--- config.mk ---
export PLATFORM = sky130hd
export DESIGN_NAME = atf_task_file
export DESIGN_NICKNAME = d
export VERILOG_FILES = /design/src/atf_pkg.sv /design/src/atf_task_file.sv
export SDC_FILE = /design/constraint.sdc
export NUM_CORES = 1
export LEC_CHECK = 0
export ABC_AREA = 1
export BUFFER_PORTS_ARGS = -buffer_cell sky130_fd_sc_hd__buf_4
export CAP_MARGIN = 10
export CORE_MARGIN = 3
export CORE_UTILIZATION = 51
export CTS_CLUSTER_DIAMETER = 30
export DETAILED_ROUTE_END_ITERATION = 8
export HOLD_SLACK_MARGIN = 0.08
export PLACE_DENSITY = 0.74
export SETUP_SLACK_MARGIN = 0.4
export SYNTH_ARGS = -nofsm -noshare
export SYNTH_HDL_FRONTEND = slang
export SYNTH_SLANG_ARGS = --single-unit
--- constraint.sdc ---
create_clock -name clock_i -period 1.6 [get_ports clock_i]
set_input_delay 0.16 -clock clock_i [delete_from_list [all_inputs] [get_ports clock_i]]
set_output_delay 0.16 -clock clock_i [all_outputs]
set_load 0.02 [all_outputs]
--- src/atf_pkg.sv ---
// Constants, types and register layout of the task file register block
package atf_pkg;

    // Register addresses on A2..A0, task file block
    localparam logic [2:0] ADDR_FEATURE = 3'h1;
    localparam logic [2:0] ADDR_COUNT = 3'h2;
    localparam logic [2:0] ADDR_SECTOR = 3'h3;
    localparam logic [2:0] ADDR_CYL_LOW = 3'h4;
    localparam logic [2:0] ADDR_CYL_HIGH = 3'h5;
    localparam logic [2:0] ADDR_UNIT_HEAD = 3'h6;
    localparam logic [2:0] ADDR_STATUS = 3'h7;
    // Control block addresses (second chip select)
    localparam logic [2:0] ADDR_ALT_STATUS = 3'h6;

    // Unit/head field positions
    localparam int UH_LBA_BIT = 6;
    localparam int UH_UNIT_BIT = 4;
    localparam int UH_HEAD_MSB = 3;
    // Device control field positions
    localparam int DC_SRST_BIT = 2;
    localparam int DC_MASK_BIT = 1;
    // Status byte bit positions
    localparam int ST_BUSY_BIT = 7;
    localparam int ST_READY_BIT = 6;
    localparam int ST_FAULT_BIT = 5;
    localparam int ST_SEEK_BIT = 4;
    localparam int ST_XFER_BIT = 3;
    localparam int ST_CORRECTED_FLAG_BIT = 2;
    localparam int ST_MARK_BIT = 1;
    localparam int ST_ERR_BIT = 0;

    // Reset values and the full 256-sector count
    localparam logic [7:0] COUNT_RESET = 8'h01;
    localparam logic [7:0] ZERO_BYTE = 8'h00;
    localparam logic [7:0] UNIT_HEAD_RESET = 8'ha0;
    localparam logic [8:0] FULL_COUNT = 9'h100;

    // Pin vector: {cs0_n, cs1_n, iord_n, iowr_n, addr[2:0], data[7:0]}
    localparam int PIN_W = 15;
    localparam logic [14:0] PIN_IDLE = 15'h7800;

    // Media command codes and masks
    localparam logic [7:0] OP_SEEK_MASK = 8'hf0;
    localparam logic [7:0] OP_SEEK = 8'h70;

    // Register targets of a host access
    typedef enum logic [3:0] {
        SEL_NONE = 4'h0,
        SEL_FEATURE = 4'h1,
        SEL_COUNT = 4'h2,
        SEL_SECTOR = 4'h3,
        SEL_CYL_LOW = 4'h4,
        SEL_CYL_HIGH = 4'h5,
        SEL_UNIT_HEAD = 4'h6,
        SEL_STATUS = 4'h7,
        SEL_ALT = 4'h8,
        SEL_DEVCTL = 4'h9
    } atf_sel_t;

    // Condition levels reported by the card core
    typedef struct packed {
        logic busy;
        logic ready;
        logic fault;
        logic seek_done;
    } atf_core_state_t;

    // Parameters handed to the core with an accepted command
    typedef struct packed {
        logic [7:0] code;
        logic [7:0] feature;
        logic lba_mode;
        logic [27:0] block_addr;
        logic [15:0] cylinder;
        logic [3:0] head;
        logic [7:0] sector;
        logic [8:0] sectors;
    } atf_cmd_t;

endpackage

--- src/atf_task_file.sv ---
// Task file registers, status byte and interrupt request of the card
`timescale 1ns/10ps
`default_nettype none
module atf_task_file
    import atf_pkg::*;
(
    input wire logic clock_i,
    input wire logic resetn_i,
    input wire logic ce_i,
    // Host pins
    input wire logic host_cs0_n_i,
    input wire logic host_cs1_n_i,
    input wire logic host_iord_n_i,
    input wire logic host_iowr_n_i,
    input wire logic [2:0] host_addr_i,
    input wire logic [7:0] host_data_i,
    output logic [7:0] host_data_o,
    output logic host_data_oe_o,
    output logic card_interrupt_request_n_o,
    // Card configuration, same clock
    input wire logic unit_number_i,
    input wire logic io_card_mode_i,
    input wire logic level_irq_mode_i,
    // Card core side
    input wire atf_core_state_t core_state_i,
    input wire logic core_xfer_set_i,
    input wire logic core_xfer_clear_i,
    input wire logic core_corrected_i,
    input wire logic core_error_i,
    input wire logic core_sector_done_i,
    input wire logic core_cmd_done_i,
    output atf_cmd_t cmd_o,
    output logic cmd_strobe_o,
    output logic cmd_refused_o,
    output logic soft_reset_o
);

    // Map chip selects and address to a register target
    function automatic atf_sel_t decode_sel(input logic cs0_n, input logic cs1_n, input logic [2:0] addr);
        atf_sel_t sel;
        sel = SEL_NONE;
        if (!cs0_n && cs1_n) begin
            case (addr)
                ADDR_FEATURE: sel = SEL_FEATURE;
                ADDR_COUNT: sel = SEL_COUNT;
                ADDR_SECTOR: sel = SEL_SECTOR;
                ADDR_CYL_LOW: sel = SEL_CYL_LOW;
                ADDR_CYL_HIGH: sel = SEL_CYL_HIGH;
                ADDR_UNIT_HEAD: sel = SEL_UNIT_HEAD;
                ADDR_STATUS: sel = SEL_STATUS;
                default: sel = SEL_NONE;
            endcase
        end else if (cs0_n && !cs1_n && addr == ADDR_ALT_STATUS) begin
            sel = SEL_ALT;
        end
        return sel;
    endfunction

    // Read, write and seek commands that need the media ready
    function automatic logic is_media_cmd(input logic [7:0] code);
        logic hit;
        hit = 1'b0;
        case (code)
            8'h20, 8'h21, 8'h22, 8'h23, 8'h30, 8'h31, 8'h32, 8'h33, 8'h38, 8'h3c,
            8'h40, 8'h41, 8'hc4, 8'hc5, 8'hcd: hit = 1'b1;
            default: hit = ((code & OP_SEEK_MASK) == OP_SEEK);
        endcase
        return hit;
    endfunction

    logic [PIN_W-1:0] pin_meta_reg;
    logic [PIN_W-1:0] pin_sync_reg;
    logic iord_prev_reg;
    logic iowr_prev_reg;
    logic wr_cs0_n_reg;
    logic wr_cs1_n_reg;
    logic [2:0] wr_addr_reg;
    logic [7:0] wr_data_reg;
    logic [7:0] feature_select_reg;
    logic [7:0] transfer_sector_count_reg;
    logic [7:0] start_sector_number_reg;
    logic [7:0] start_cylinder_low_reg;
    logic [7:0] start_cylinder_high_reg;
    logic [7:0] unit_and_head_select_reg;
    logic interrupt_mask_bit_reg;
    logic srst_reg;
    logic transfer_request_flag_reg;
    logic corrected_flag_reg;
    logic error_flag_reg;
    logic irq_pending_reg;
    logic irq_n_reg;
    logic [7:0] rd_data_reg;
    logic rd_oe_reg;
    logic strobe_reg;
    logic refused_reg;
    atf_cmd_t cmd_reg;

    logic s_cs0_n;
    logic s_cs1_n;
    logic s_iord_n;
    logic s_iowr_n;
    logic [2:0] s_addr;
    logic [7:0] s_data;
    logic rd_start;
    logic wr_end;
    atf_sel_t rd_sel;
    atf_sel_t wr_sel;
    atf_sel_t ctl_sel;
    logic unit_match;
    logic cmd_write;
    logic cmd_take;
    logic cmd_refuse;
    logic tf_write;
    logic status_clear;
    logic [7:0] card_status;
    logic [8:0] sectors_next;

    // Two-flop synchroniser on every host pin
    always_ff @(posedge clock_i or negedge resetn_i) begin
        if (!resetn_i) begin
            pin_meta_reg <= PIN_IDLE;
            pin_sync_reg <= PIN_IDLE;
        end else if (ce_i) begin
            pin_meta_reg <= {host_cs0_n_i, host_cs1_n_i, host_iord_n_i, host_iowr_n_i, host_addr_i, host_data_i};
            pin_sync_reg <= pin_meta_reg;
        end
    end

    assign {s_cs0_n, s_cs1_n, s_iord_n, s_iowr_n, s_addr, s_data} = pin_sync_reg;

    // Strobe edges on the synchronised copies
    always_ff @(posedge clock_i or negedge resetn_i) begin
        if (!resetn_i) begin
            iord_prev_reg <= 1'b1;
            iowr_prev_reg <= 1'b1;
        end else if (ce_i) begin
            iord_prev_reg <= s_iord_n;
            iowr_prev_reg <= s_iowr_n;
        end
    end

    assign rd_start = iord_prev_reg && !s_iord_n;
    assign wr_end = !iowr_prev_reg && s_iowr_n;

    // Hold address and data while the write strobe is low; commit at its end,
    // when data has had the whole strobe to settle
    always_ff @(posedge clock_i or negedge resetn_i) begin
        if (!resetn_i) begin
            wr_cs0_n_reg <= 1'b1;
            wr_cs1_n_reg <= 1'b1;
            wr_addr_reg <= 3'h0;
            wr_data_reg <= ZERO_BYTE;
        end else if (ce_i && !s_iowr_n) begin
            wr_cs0_n_reg <= s_cs0_n;
            wr_cs1_n_reg <= s_cs1_n;
            wr_addr_reg <= s_addr;
            wr_data_reg <= s_data;
        end
    end

    // Decode of the held write and the live read
    always_comb begin
        wr_sel = decode_sel(wr_cs0_n_reg, wr_cs1_n_reg, wr_addr_reg);
        rd_sel = decode_sel(s_cs0_n, s_cs1_n, s_addr);
        ctl_sel = (wr_cs0_n_reg && !wr_cs1_n_reg && wr_addr_reg == ADDR_ALT_STATUS) ? SEL_DEVCTL : SEL_NONE;
    end

    // Command acceptance; the host loads parameters first
    assign unit_match = (unit_and_head_select_reg[UH_UNIT_BIT] == unit_number_i);
    assign cmd_write = wr_end && wr_sel == SEL_STATUS && unit_match && !core_state_i.busy && !srst_reg;
    assign cmd_refuse = cmd_write && is_media_cmd(wr_data_reg)
        && !(core_state_i.ready && core_state_i.seek_done);
    assign cmd_take = cmd_write && !cmd_refuse;
    // Parameter writes are ignored while the core is busy
    assign tf_write = wr_end && !core_state_i.busy && !srst_reg;
    assign status_clear = rd_start && rd_sel == SEL_STATUS && io_card_mode_i && level_irq_mode_i;

    // Status byte, shared by both status addresses
    always_comb begin
        card_status = ZERO_BYTE;
        card_status[ST_BUSY_BIT] = core_state_i.busy;
        card_status[ST_READY_BIT] = core_state_i.ready;
        card_status[ST_FAULT_BIT] = core_state_i.fault;
        card_status[ST_SEEK_BIT] = core_state_i.seek_done;
        card_status[ST_XFER_BIT] = transfer_request_flag_reg;
        card_status[ST_CORRECTED_FLAG_BIT] = corrected_flag_reg;
        card_status[ST_MARK_BIT] = 1'b0;
        card_status[ST_ERR_BIT] = error_flag_reg;
    end

    // Feature byte, never read back
    always_ff @(posedge clock_i or negedge resetn_i) begin
        if (!resetn_i) begin
            feature_select_reg <= ZERO_BYTE;
        end else if (ce_i) begin
            if (srst_reg) begin
                feature_select_reg <= ZERO_BYTE;
            end else if (tf_write && wr_sel == SEL_FEATURE) begin
                feature_select_reg <= wr_data_reg;
            end
        end
    end

    // Sector count: host load, counts down per finished sector so a broken
    // transfer leaves what is still owed
    always_ff @(posedge clock_i or negedge resetn_i) begin
        if (!resetn_i) begin
            transfer_sector_count_reg <= COUNT_RESET;
        end else if (ce_i) begin
            if (srst_reg) begin
                transfer_sector_count_reg <= COUNT_RESET;
            end else if (tf_write && wr_sel == SEL_COUNT) begin
                transfer_sector_count_reg <= wr_data_reg;
            end else if (core_sector_done_i) begin
                transfer_sector_count_reg <= transfer_sector_count_reg - 8'h01;
            end
        end
    end

    // Address registers of the next transfer
    always_ff @(posedge clock_i or negedge resetn_i) begin
        if (!resetn_i) begin
            start_sector_number_reg <= ZERO_BYTE;
            start_cylinder_low_reg <= ZERO_BYTE;
            start_cylinder_high_reg <= ZERO_BYTE;
            unit_and_head_select_reg <= UNIT_HEAD_RESET;
        end else if (ce_i) begin
            if (srst_reg) begin
                start_sector_number_reg <= ZERO_BYTE;
                start_cylinder_low_reg <= ZERO_BYTE;
                start_cylinder_high_reg <= ZERO_BYTE;
                unit_and_head_select_reg <= UNIT_HEAD_RESET;
            end else if (tf_write) begin
                case (wr_sel)
                    SEL_SECTOR: start_sector_number_reg <= wr_data_reg;
                    SEL_CYL_LOW: start_cylinder_low_reg <= wr_data_reg;
                    SEL_CYL_HIGH: start_cylinder_high_reg <= wr_data_reg;
                    SEL_UNIT_HEAD: unit_and_head_select_reg <= wr_data_reg;
                    default: ;
                endcase
            end
        end
    end

    // Device control: mask and soft reset, accepted even while busy
    always_ff @(posedge clock_i or negedge resetn_i) begin
        if (!resetn_i) begin
            interrupt_mask_bit_reg <= 1'b0;
            srst_reg <= 1'b0;
        end else if (ce_i && wr_end && ctl_sel == SEL_DEVCTL) begin
            interrupt_mask_bit_reg <= wr_data_reg[DC_MASK_BIT];
            srst_reg <= wr_data_reg[DC_SRST_BIT];
        end
    end

    // Sticky status flags: a core set wins over the clear of a new command
    always_ff @(posedge clock_i or negedge resetn_i) begin
        if (!resetn_i) begin
            transfer_request_flag_reg <= 1'b0;
            corrected_flag_reg <= 1'b0;
            error_flag_reg <= 1'b0;
        end else if (ce_i) begin
            if (core_xfer_set_i) begin
                transfer_request_flag_reg <= 1'b1;
            end else if (cmd_write || core_xfer_clear_i || srst_reg) begin
                transfer_request_flag_reg <= 1'b0;
            end
            if (core_corrected_i) begin
                corrected_flag_reg <= 1'b1;
            end else if (cmd_write || srst_reg) begin
                corrected_flag_reg <= 1'b0;
            end
            if (core_error_i || cmd_refuse) begin
                error_flag_reg <= 1'b1;
            end else if (cmd_take || srst_reg) begin
                error_flag_reg <= 1'b0;
            end
        end
    end

    // Interrupt request; a primary status read in I/O level mode or a soft reset drops it, and a
    // completion in the same cycle keeps it up
    always_ff @(posedge clock_i or negedge resetn_i) begin
        if (!resetn_i) begin
            irq_pending_reg <= 1'b0;
            irq_n_reg <= 1'b1;
        end else if (ce_i) begin
            if (core_cmd_done_i) begin
                irq_pending_reg <= 1'b1;
            end else if (status_clear || srst_reg) begin
                irq_pending_reg <= 1'b0;
            end
            irq_n_reg <= !(irq_pending_reg && !interrupt_mask_bit_reg);
        end
    end

    // Read data: loaded at the strobe's fall, driven while it stays low
    always_ff @(posedge clock_i or negedge resetn_i) begin
        if (!resetn_i) begin
            rd_data_reg <= ZERO_BYTE;
            rd_oe_reg <= 1'b0;
        end else if (ce_i) begin
            if (rd_start) begin
                case (rd_sel)
                    SEL_COUNT: rd_data_reg <= transfer_sector_count_reg;
                    SEL_SECTOR: rd_data_reg <= start_sector_number_reg;
                    SEL_CYL_LOW: rd_data_reg <= start_cylinder_low_reg;
                    SEL_CYL_HIGH: rd_data_reg <= start_cylinder_high_reg;
                    SEL_UNIT_HEAD: rd_data_reg <= unit_and_head_select_reg;
                    SEL_STATUS, SEL_ALT: rd_data_reg <= card_status;
                    default: rd_data_reg <= ZERO_BYTE;
                endcase
                rd_oe_reg <= (rd_sel != SEL_NONE && rd_sel != SEL_FEATURE);
            end else if (s_iord_n) begin
                rd_oe_reg <= 1'b0;
            end
        end
    end

    // Zero count stands for a full 256-sector request
    assign sectors_next = (transfer_sector_count_reg == ZERO_BYTE) ? FULL_COUNT
        : {1'b0, transfer_sector_count_reg};

    // Parameter snapshot handed to the core with each accepted command
    always_ff @(posedge clock_i or negedge resetn_i) begin
        if (!resetn_i) begin
            cmd_reg <= '0;
            strobe_reg <= 1'b0;
            refused_reg <= 1'b0;
        end else if (ce_i) begin
            strobe_reg <= cmd_take;
            refused_reg <= cmd_refuse;
            if (cmd_take) begin
                cmd_reg.code <= wr_data_reg;
                cmd_reg.feature <= feature_select_reg;
                cmd_reg.lba_mode <= unit_and_head_select_reg[UH_LBA_BIT];
                cmd_reg.block_addr <= {unit_and_head_select_reg[UH_HEAD_MSB:0], start_cylinder_high_reg,
                    start_cylinder_low_reg, start_sector_number_reg};
                cmd_reg.cylinder <= {start_cylinder_high_reg, start_cylinder_low_reg};
                cmd_reg.head <= unit_and_head_select_reg[UH_HEAD_MSB:0];
                cmd_reg.sector <= start_sector_number_reg;
                cmd_reg.sectors <= sectors_next;
            end
        end
    end

    assign host_data_o = rd_data_reg;
    assign host_data_oe_o = rd_oe_reg;
    assign card_interrupt_request_n_o = irq_n_reg;
    assign cmd_o = cmd_reg;
    assign cmd_strobe_o = strobe_reg;
    assign cmd_refused_o = refused_reg;
    assign soft_reset_o = srst_reg;
endmodule // atf_task_file
`default_nettype wire

==> results.yml, run 1 <==
setup_path:
  crit_type: "reg -> reg"
  r2r-end: "error_flag_reg$_DFFE_PN0P_"
  rrSetupSlack_ns: -0.31
  r2r_start: "wr_cs1_n_reg$_DFFE_PN1P_"
  required_ns: 1.96
  worst_setup_path_startpoint: "wr_cs1_n_reg$_DFFE_PN1P_"
  crit_path_end_kind: "flip-flop"
  cp.arrival_ns: 2.27
  startpoint_type: "flip-flop"
  ff2ff_path_depth: 10
  endpoint: "error_flag_reg$_DFFE_PN0P_"
  critical_path_peak_fanout: 7
global_route:
  grt_pass1_wl_um: 33500
  grt_pass1_vias: 6474
  grt_overflow_total: 0
  antenna_found_initial: 0
  grt_max_degree: 106
  track_usage_pct: 25.8
timing:
  min_period_ns: 1.91
  timing.fmax_mhz: 524
  drv_slew: 0
  timing.hold.ws_ns: 0.0568
  setup_ws_ns: -0.309
  rsz0062_at_grt: "true"
  slew_headroom_pct: 69.7
  min_period_over_period_pct: 119
  skew_ns: 0.00855
  tightest_slew_ns: 0.455
  hold_viol_final: 0
  setup_viol: 108
synthesis:
  synth_nets: 941
  synth_mux_area_share_pct: 0
  synth_area_sq_um: 7660
  synth_cell_types: 34
  synthAdderAreaFrac_pct: 0.327
  synth_top_area_share_pct: 48.7
  synth_top_family_by_area: "simple AND/OR/NAND/NOR gates"
  ys_seq_elements: 165
  yosys.area_share.xor_xnor_pct: 0.686
  avgSynthCellArea_sq_um: 8.43
  yosys_warnings: 0
  synth.yosys.seq_area_share_pct: 54.2
  yosysTopAreaCell: "dfrtp_1"
  synth-simple-area-share_pct: 29.1
  synthTopCellsByArea: "dfrtp_1 49%, nand2_1 18%, dfstp_2 5.5%, nand4_1 5.2%, buf_4 2.7%"
  synth_compound_area_share_pct: 6.42
  syn_inst: 908
finish:
  drive_above_1_share_pct: 32.2
  postLayoutCoreUtil_pct: 71.6
  largest_reg_flops: 54
  nets: 1120
  fin_area_sq_um: 10400
  diodes: 0
  area_growth_syn_to_layout_pct: 36.4
  stdcell_count: 1284
placement:
  post-dp-hpwl_um: 13100
  port_buffers: 125
  placed_cell_area_sq_um: 8750
  globalplace.congestion: 0.964
  place_ws_ns: -0.153
  dp.cells: 1186
clock_network:
  numCtsBuffers: 17
  cts.path.max_buffers: 2
  cts_max_level: 4
  cts_tree: "built"
  clk_latency_ns: 0.44
  path_clk_slew_ns: 0.07
  holdBufCountCts: 24
  cts-root-buf: "clkbuf_16"
  cts.sink_count: 165
pwr:
  total_leakage_power_nw: 5.41
  vdd_drop_max_v: 0.000739
  p_per_area_nw_per_um2: 1110
die:
  die_w_um: 129
  fp-row-count: 44
  die_y_um: 129
  coreArea_sq_um: 14600
  dieArea_sq_um: 16500
  start_util_pct: 52.5
  ioPinCount: 126
route:
  antenna_left: 0
  drc: 0
  drt_iter0_markers: 701
  routed_wl_um: 21500
  drtPass1Iterations: 5
  wl_per_cell_um: 16.8
  vias_per_cell: 5.45
  vias: 6996
status:
  status: "finished, violations left"
  violations: "setup timing"
worst_hold_path:
  hold_class: "in -> reg"
job:
  cap_violations: 0
-- worst min-delay path by stage --
stage / from / end / slack (ns) / cells past startpoint
3_5_place_dp: resetn_i / cmd_o[37]$_DFFE_PN0P_ / 0.12 / 1
4_1_cts: ce_i / iord_prev_reg$_DFFE_PN1P_ / 0.05 / 4
5_1_grt: ce_i / iord_prev_reg$_DFFE_PN1P_ / 0.06 / 4
2_1_floorplan: resetn_i / cmd_o[0]$_DFFE_PN0P_ / -0.14 / 0
6_report: ce_i / iord_prev_reg$_DFFE_PN1P_ / 0.06 / 4
3_3_place_gp: resetn_i / cmd_o[41]$_DFFE_PN0P_ / 0.11 / 1
-- report_power, final --
part / internal (mW) / total (mW) / switching, mW
Combinational: 0.918 / 2.28 / 1.36
Clock: 2.49 / 4.21 / 1.72
Sequential: 4.66 / 5.11 / 0.450
Total: 8.06 / 11.6 / 3.53
-- cell families (layout without fill, tap and decap cells) --
kind of cell,Yosys count,after routing
xor+xnor,6,6
fa+ha+maj,2,2
flops,165,165
simple gates,522,525
compound gates,93,93
buf+inv,120,309
-- through the flow --
stage          power [mW]  TNS [ns]
2_1_floorplan        6.27         0
3_3_place_gp         7.02     -5.43
3_5_place_dp         7.09     -7.40
4_1_cts              11.4     -5.69
5_1_grt              12.1    -27.04
6_report             11.6    -17.39
-- cell type report --
| class | instances | area [sq um] |
|---|---|---|
| well taps | 184 | 230 |
| repair buffers | 226 | 2080 |
| inverters | 51 | 199 |
| multi-input cells | 626 | 3180 |
| fillers | 1089 | 4150 |
| flip-flops and latches | 165 | 4150 |
| clock inverters | 13 | 159 |
| clock buffers | 19 | 443 |
-- Yosys cell counts --
master     number
nand2_1       359
dfrtp_1       149
nand4_1        64
nor2_1         51
inv_1          44
o21ai_0        40
o21ai_1        39
nand3_1        30
buf_4          28
buf_2          17
dfstp_2        16
clkbuf_1       13
inv_2           7
buf_12          6
or2_2           6
a21oi_1         5
buf_6           5
nor2_2          4
xor2_1          4
a22oi_1         2
ha_1            2
nor2_4          2
nor3_1          2
o211ai_1        2
xnor2_1         2
a21boi_1        1
a21oi_2         1
nand2_4         1
nand3_4         1
nand3b_1        1
o21a_1          1
o221ai_1        1
o2bb2ai_1       1
or2_1           1
-- critical path: stages (launching register included) --
cell and delay, ns:
dfstp_2 0.54, inv_2 0.05, nor2_4 0.10, nand3_2 0.09, nor2_2 0.13, nand2_2 0.09, nor2_4 0.19, buf_8 0.18
buf_12 0.13, nand4_1 0.18, nand3_1 0.17
-- metal layers --
layer	global-route usage (%)	vias to the layer above	share of wire, %
li1	-	3287	-
met4	8.21	0	3.1
met3	5.85	65	8.2
met2	40.4	334	48
met5	0	-	0
met1	36.1	3310	41
-- timing repair --
action,4_1_cts,5_1_grt
endpoints found under the hold margin,163,1
pin swaps,22,33
resized for setup,62,61
endpoints found under the setup margin,121,134
cloned,7,0
setup buffers,17,18
-- layout by cell type (no fill, tap or decap), types with 10 or more instances in the layout --
cell type      instances
clkbuf_16             17
dfstp_2               16
inv_1                 37
nand2_1              318
buf_12                11
dfrtp_1              148
nand4_1               64
inv_2                 11
o21ai_2               10
o21ai_0               30
nor2_1                45
nand2_4               11
nand3_1               22
buf_4                163
o21ai_1               37
dlygate4sd3_1         24
buf_6                 20
nand2_2               33
No activity file was read; power rests on OpenSTA's default activity.
==> run 2: changes to the inputs <==
Settings changed: CORE_UTILIZATION 51 to 57, PLACE_DENSITY 0.74 to 0.79, RECOVER_POWER from default to 50, SLEW_MARGIN from default to 20.
Clock period 1.6 ns to 2.1 ns, I/O delays scaled along.
==> run 2 against run 1 <==
- the run now ends clean
- register-to-register slack better by 0.50 ns
- global-route usage up 1.2 points
- cell area down 8.4%
- sequential cell count unchanged
- critical endpoint is now cmd_o[4]$_DFFE_PN0P_
==> results.yml, run 2 (synthesis results as in run 1) <==
timing:
  hold_viol_final: 0
  timing.hold.ws_ns: 0.0960
  drv_slew: 0
  setup_viol: 0
  rsz0062_at_grt: "true"
  min_period_ns: 1.91
  finalSetupTns_ns: 0
  skew_ns: 0.00767
  slew_headroom_pct: 13.8
  min_period_over_period_pct: 90.8
  timing.fmax_mhz: 524
  tightest_slew_ns: 1.29
die:
  start_util_pct: 59.5
  dieArea_sq_um: 14900
  ioPinCount: 126
  die_y_um: 122
  die_w_um: 122
  fp-row-count: 41
  coreArea_sq_um: 12900
global_route:
  grt_pass1_wl_um: 31100
  antenna_found_initial: 0
  grt_max_degree: 57
  grt_pass1_vias: 6143
  track_usage_pct: 27.0
  grt_overflow_total: 0
clock_network:
  cts.sink_count: 165
  cts_tree: "built"
  path_clk_slew_ns: 0.06
  cts-root-buf: "clkbuf_16"
  cts_max_level: 4
  cts.path.max_buffers: 2
  numCtsBuffers: 17
  clk_latency_ns: 0.43
finish:
  fin_area_sq_um: 9560
  area_growth_syn_to_layout_pct: 24.9
  ff_latch_area_sq_um: 4150
  multi_input_area_sq_um: 2960
  nets: 1063
  layout_common_cells: "335 x nand2_1, 148 x dfrtp_1, 135 x buf_4"
  diodes: 0
  drive_above_1_share_pct: 24.3
  final_common_cell: "nand2_1"
  fill_cells: 983
  largest_reg_flops: 54
  stdcell_count: 1215
route:
  drtPass1Iterations: 6
  antenna_left: 0
  drc: 0
  wl_per_cell_um: 16.7
  drt_iter0_markers: 582
  vias_per_cell: 5.45
  vias: 6620
  routed_wl_um: 20200
placement:
  port_buffers: 125
  dp.cells: 1151
  post-dp-hpwl_um: 13200
  globalplace.congestion: 0.942
  placed_cell_area_sq_um: 8440
setup_path:
  crit_type: "reg -> reg"
  cp.arrival_ns: 2.23
  cp_top_family: "simple AND/OR/NAND/NOR gates"
  required_ns: 2.42
  crit_path_end_kind: "flip-flop"
  worstPathCellList: "inv_2 > nor2_4 > nand3_2 > nor2_2 > nand2_2 > nor2_4 > nand3_4 > buf_12 > nand2_1 > nand2_1"
  cpMaxStageDelayCell: "dfstp_2"
  cpPeakStageDelay_ns: 0.53
  critical_path_peak_fanout: 22
  startpoint_type: "flip-flop"
  crit_buf_inv: 2
pwr:
  vdd_drop_max_v: 0.000550
  total_leakage_power_nw: 4.99
  power_mw: 8.68
  p_per_area_nw_per_um2: 908
job:
  cap_violations: 0
worst_hold_path:
  hold_class: "in -> reg"
status:
  status: "completed"
## run 2: changes by cell type in the layout (fill, tap and decap cells not counted), moves of 5 or more
cell,delta
o21ai_0,+7
buf_12,-7
buf_6,-17
inv_1,+5
nand3_2,-5
nand2_1,+17
nand3_1,+6
o21ai_2,-9
nand2_2,-16
buf_4,-28
## run 2: layer usage
layer	GRT usage (%)	part of all wire (%)	vias to the layer above
met5	0	0	-
met4	11.1	2.9	0
met3	4.92	7.1	45
met2	42.5	47	275
met1	37.3	43	3124
li1	-	-	3176
## run 2: metrics by stage
stage | worst slack [ns] | utilization [%]
after floorplan | 0.503 | -
after global placement | 0.345 | 65.6
after detailed placement | 0.288 | 65.6
after CTS | 0.312 | 72.6
after global routing | 0.111 | 74.3
final | 0.192 | 74.3
## run 2: worst reg2reg max path: cells and delay by family (launching register included)
kind	cells	cell delay [ns]
simple gates	8	0.98
flops	1	0.53
buf+inv	2	0.29
## run 2: power by group
part	internal [mW]	switching [mW]
registers	3.55	0.351
logic	0.520	0.930
clock network	2.03	1.30
total	6.10	2.58
## run 2: cell type report
cell class / count / area share, %
multi-input combinational: 624 / 31.0
inverter: 51 / 2.00
sequential: 165 / 43.4
clock buffer: 18 / 4.59
tap: 172 / 2.25
timing repair buffer: 171 / 14.7
clock inverter: 14 / 2.11
## run 2: path summary, 6_finish.rpt
| kind | from | to | slack (ns) | cells after the start |
|---|---|---|---|---|
| max | wr_cs1_n_reg$_DFFE_PN1P_ | cmd_o[4]$_DFFE_PN0P_ | 0.19 | 10 |
| min | core_state_i[0] | host_data_o[4]$_DFFE_PN0P_ | 0.1 | 3 |
| max reg2reg | wr_cs1_n_reg$_DFFE_PN1P_ | cmd_o[4]$_DFFE_PN0P_ | 0.19 | 10 |
| min reg2reg | irq_pending_reg$_DFFE_PN0P_ | card_interrupt_request_n_o$_DFFE_PN1P_ | 0.43 | 1 |
| max in group asynchronous | resetn_i | cmd_o[48]$_DFFE_PN0P_ | 0.40 | 3 |
| min in group asynchronous | resetn_i | cmd_o[74]$_DFFE_PN0P_ | 0.59 | 2 |
## run 2: timing repair
| item | in CTS | in global routing |
|---|---|---|
| hold endpoints to repair | 64 | 0 |
| resized for setup | 14 | 48 |
| setup endpoints to repair | 97 | 115 |
| pin swaps | 0 | 5 |
| hold buffers | 21 | 0 |
| setup buffers | 1 | 6 |
| gates cloned | 0 | 4 |
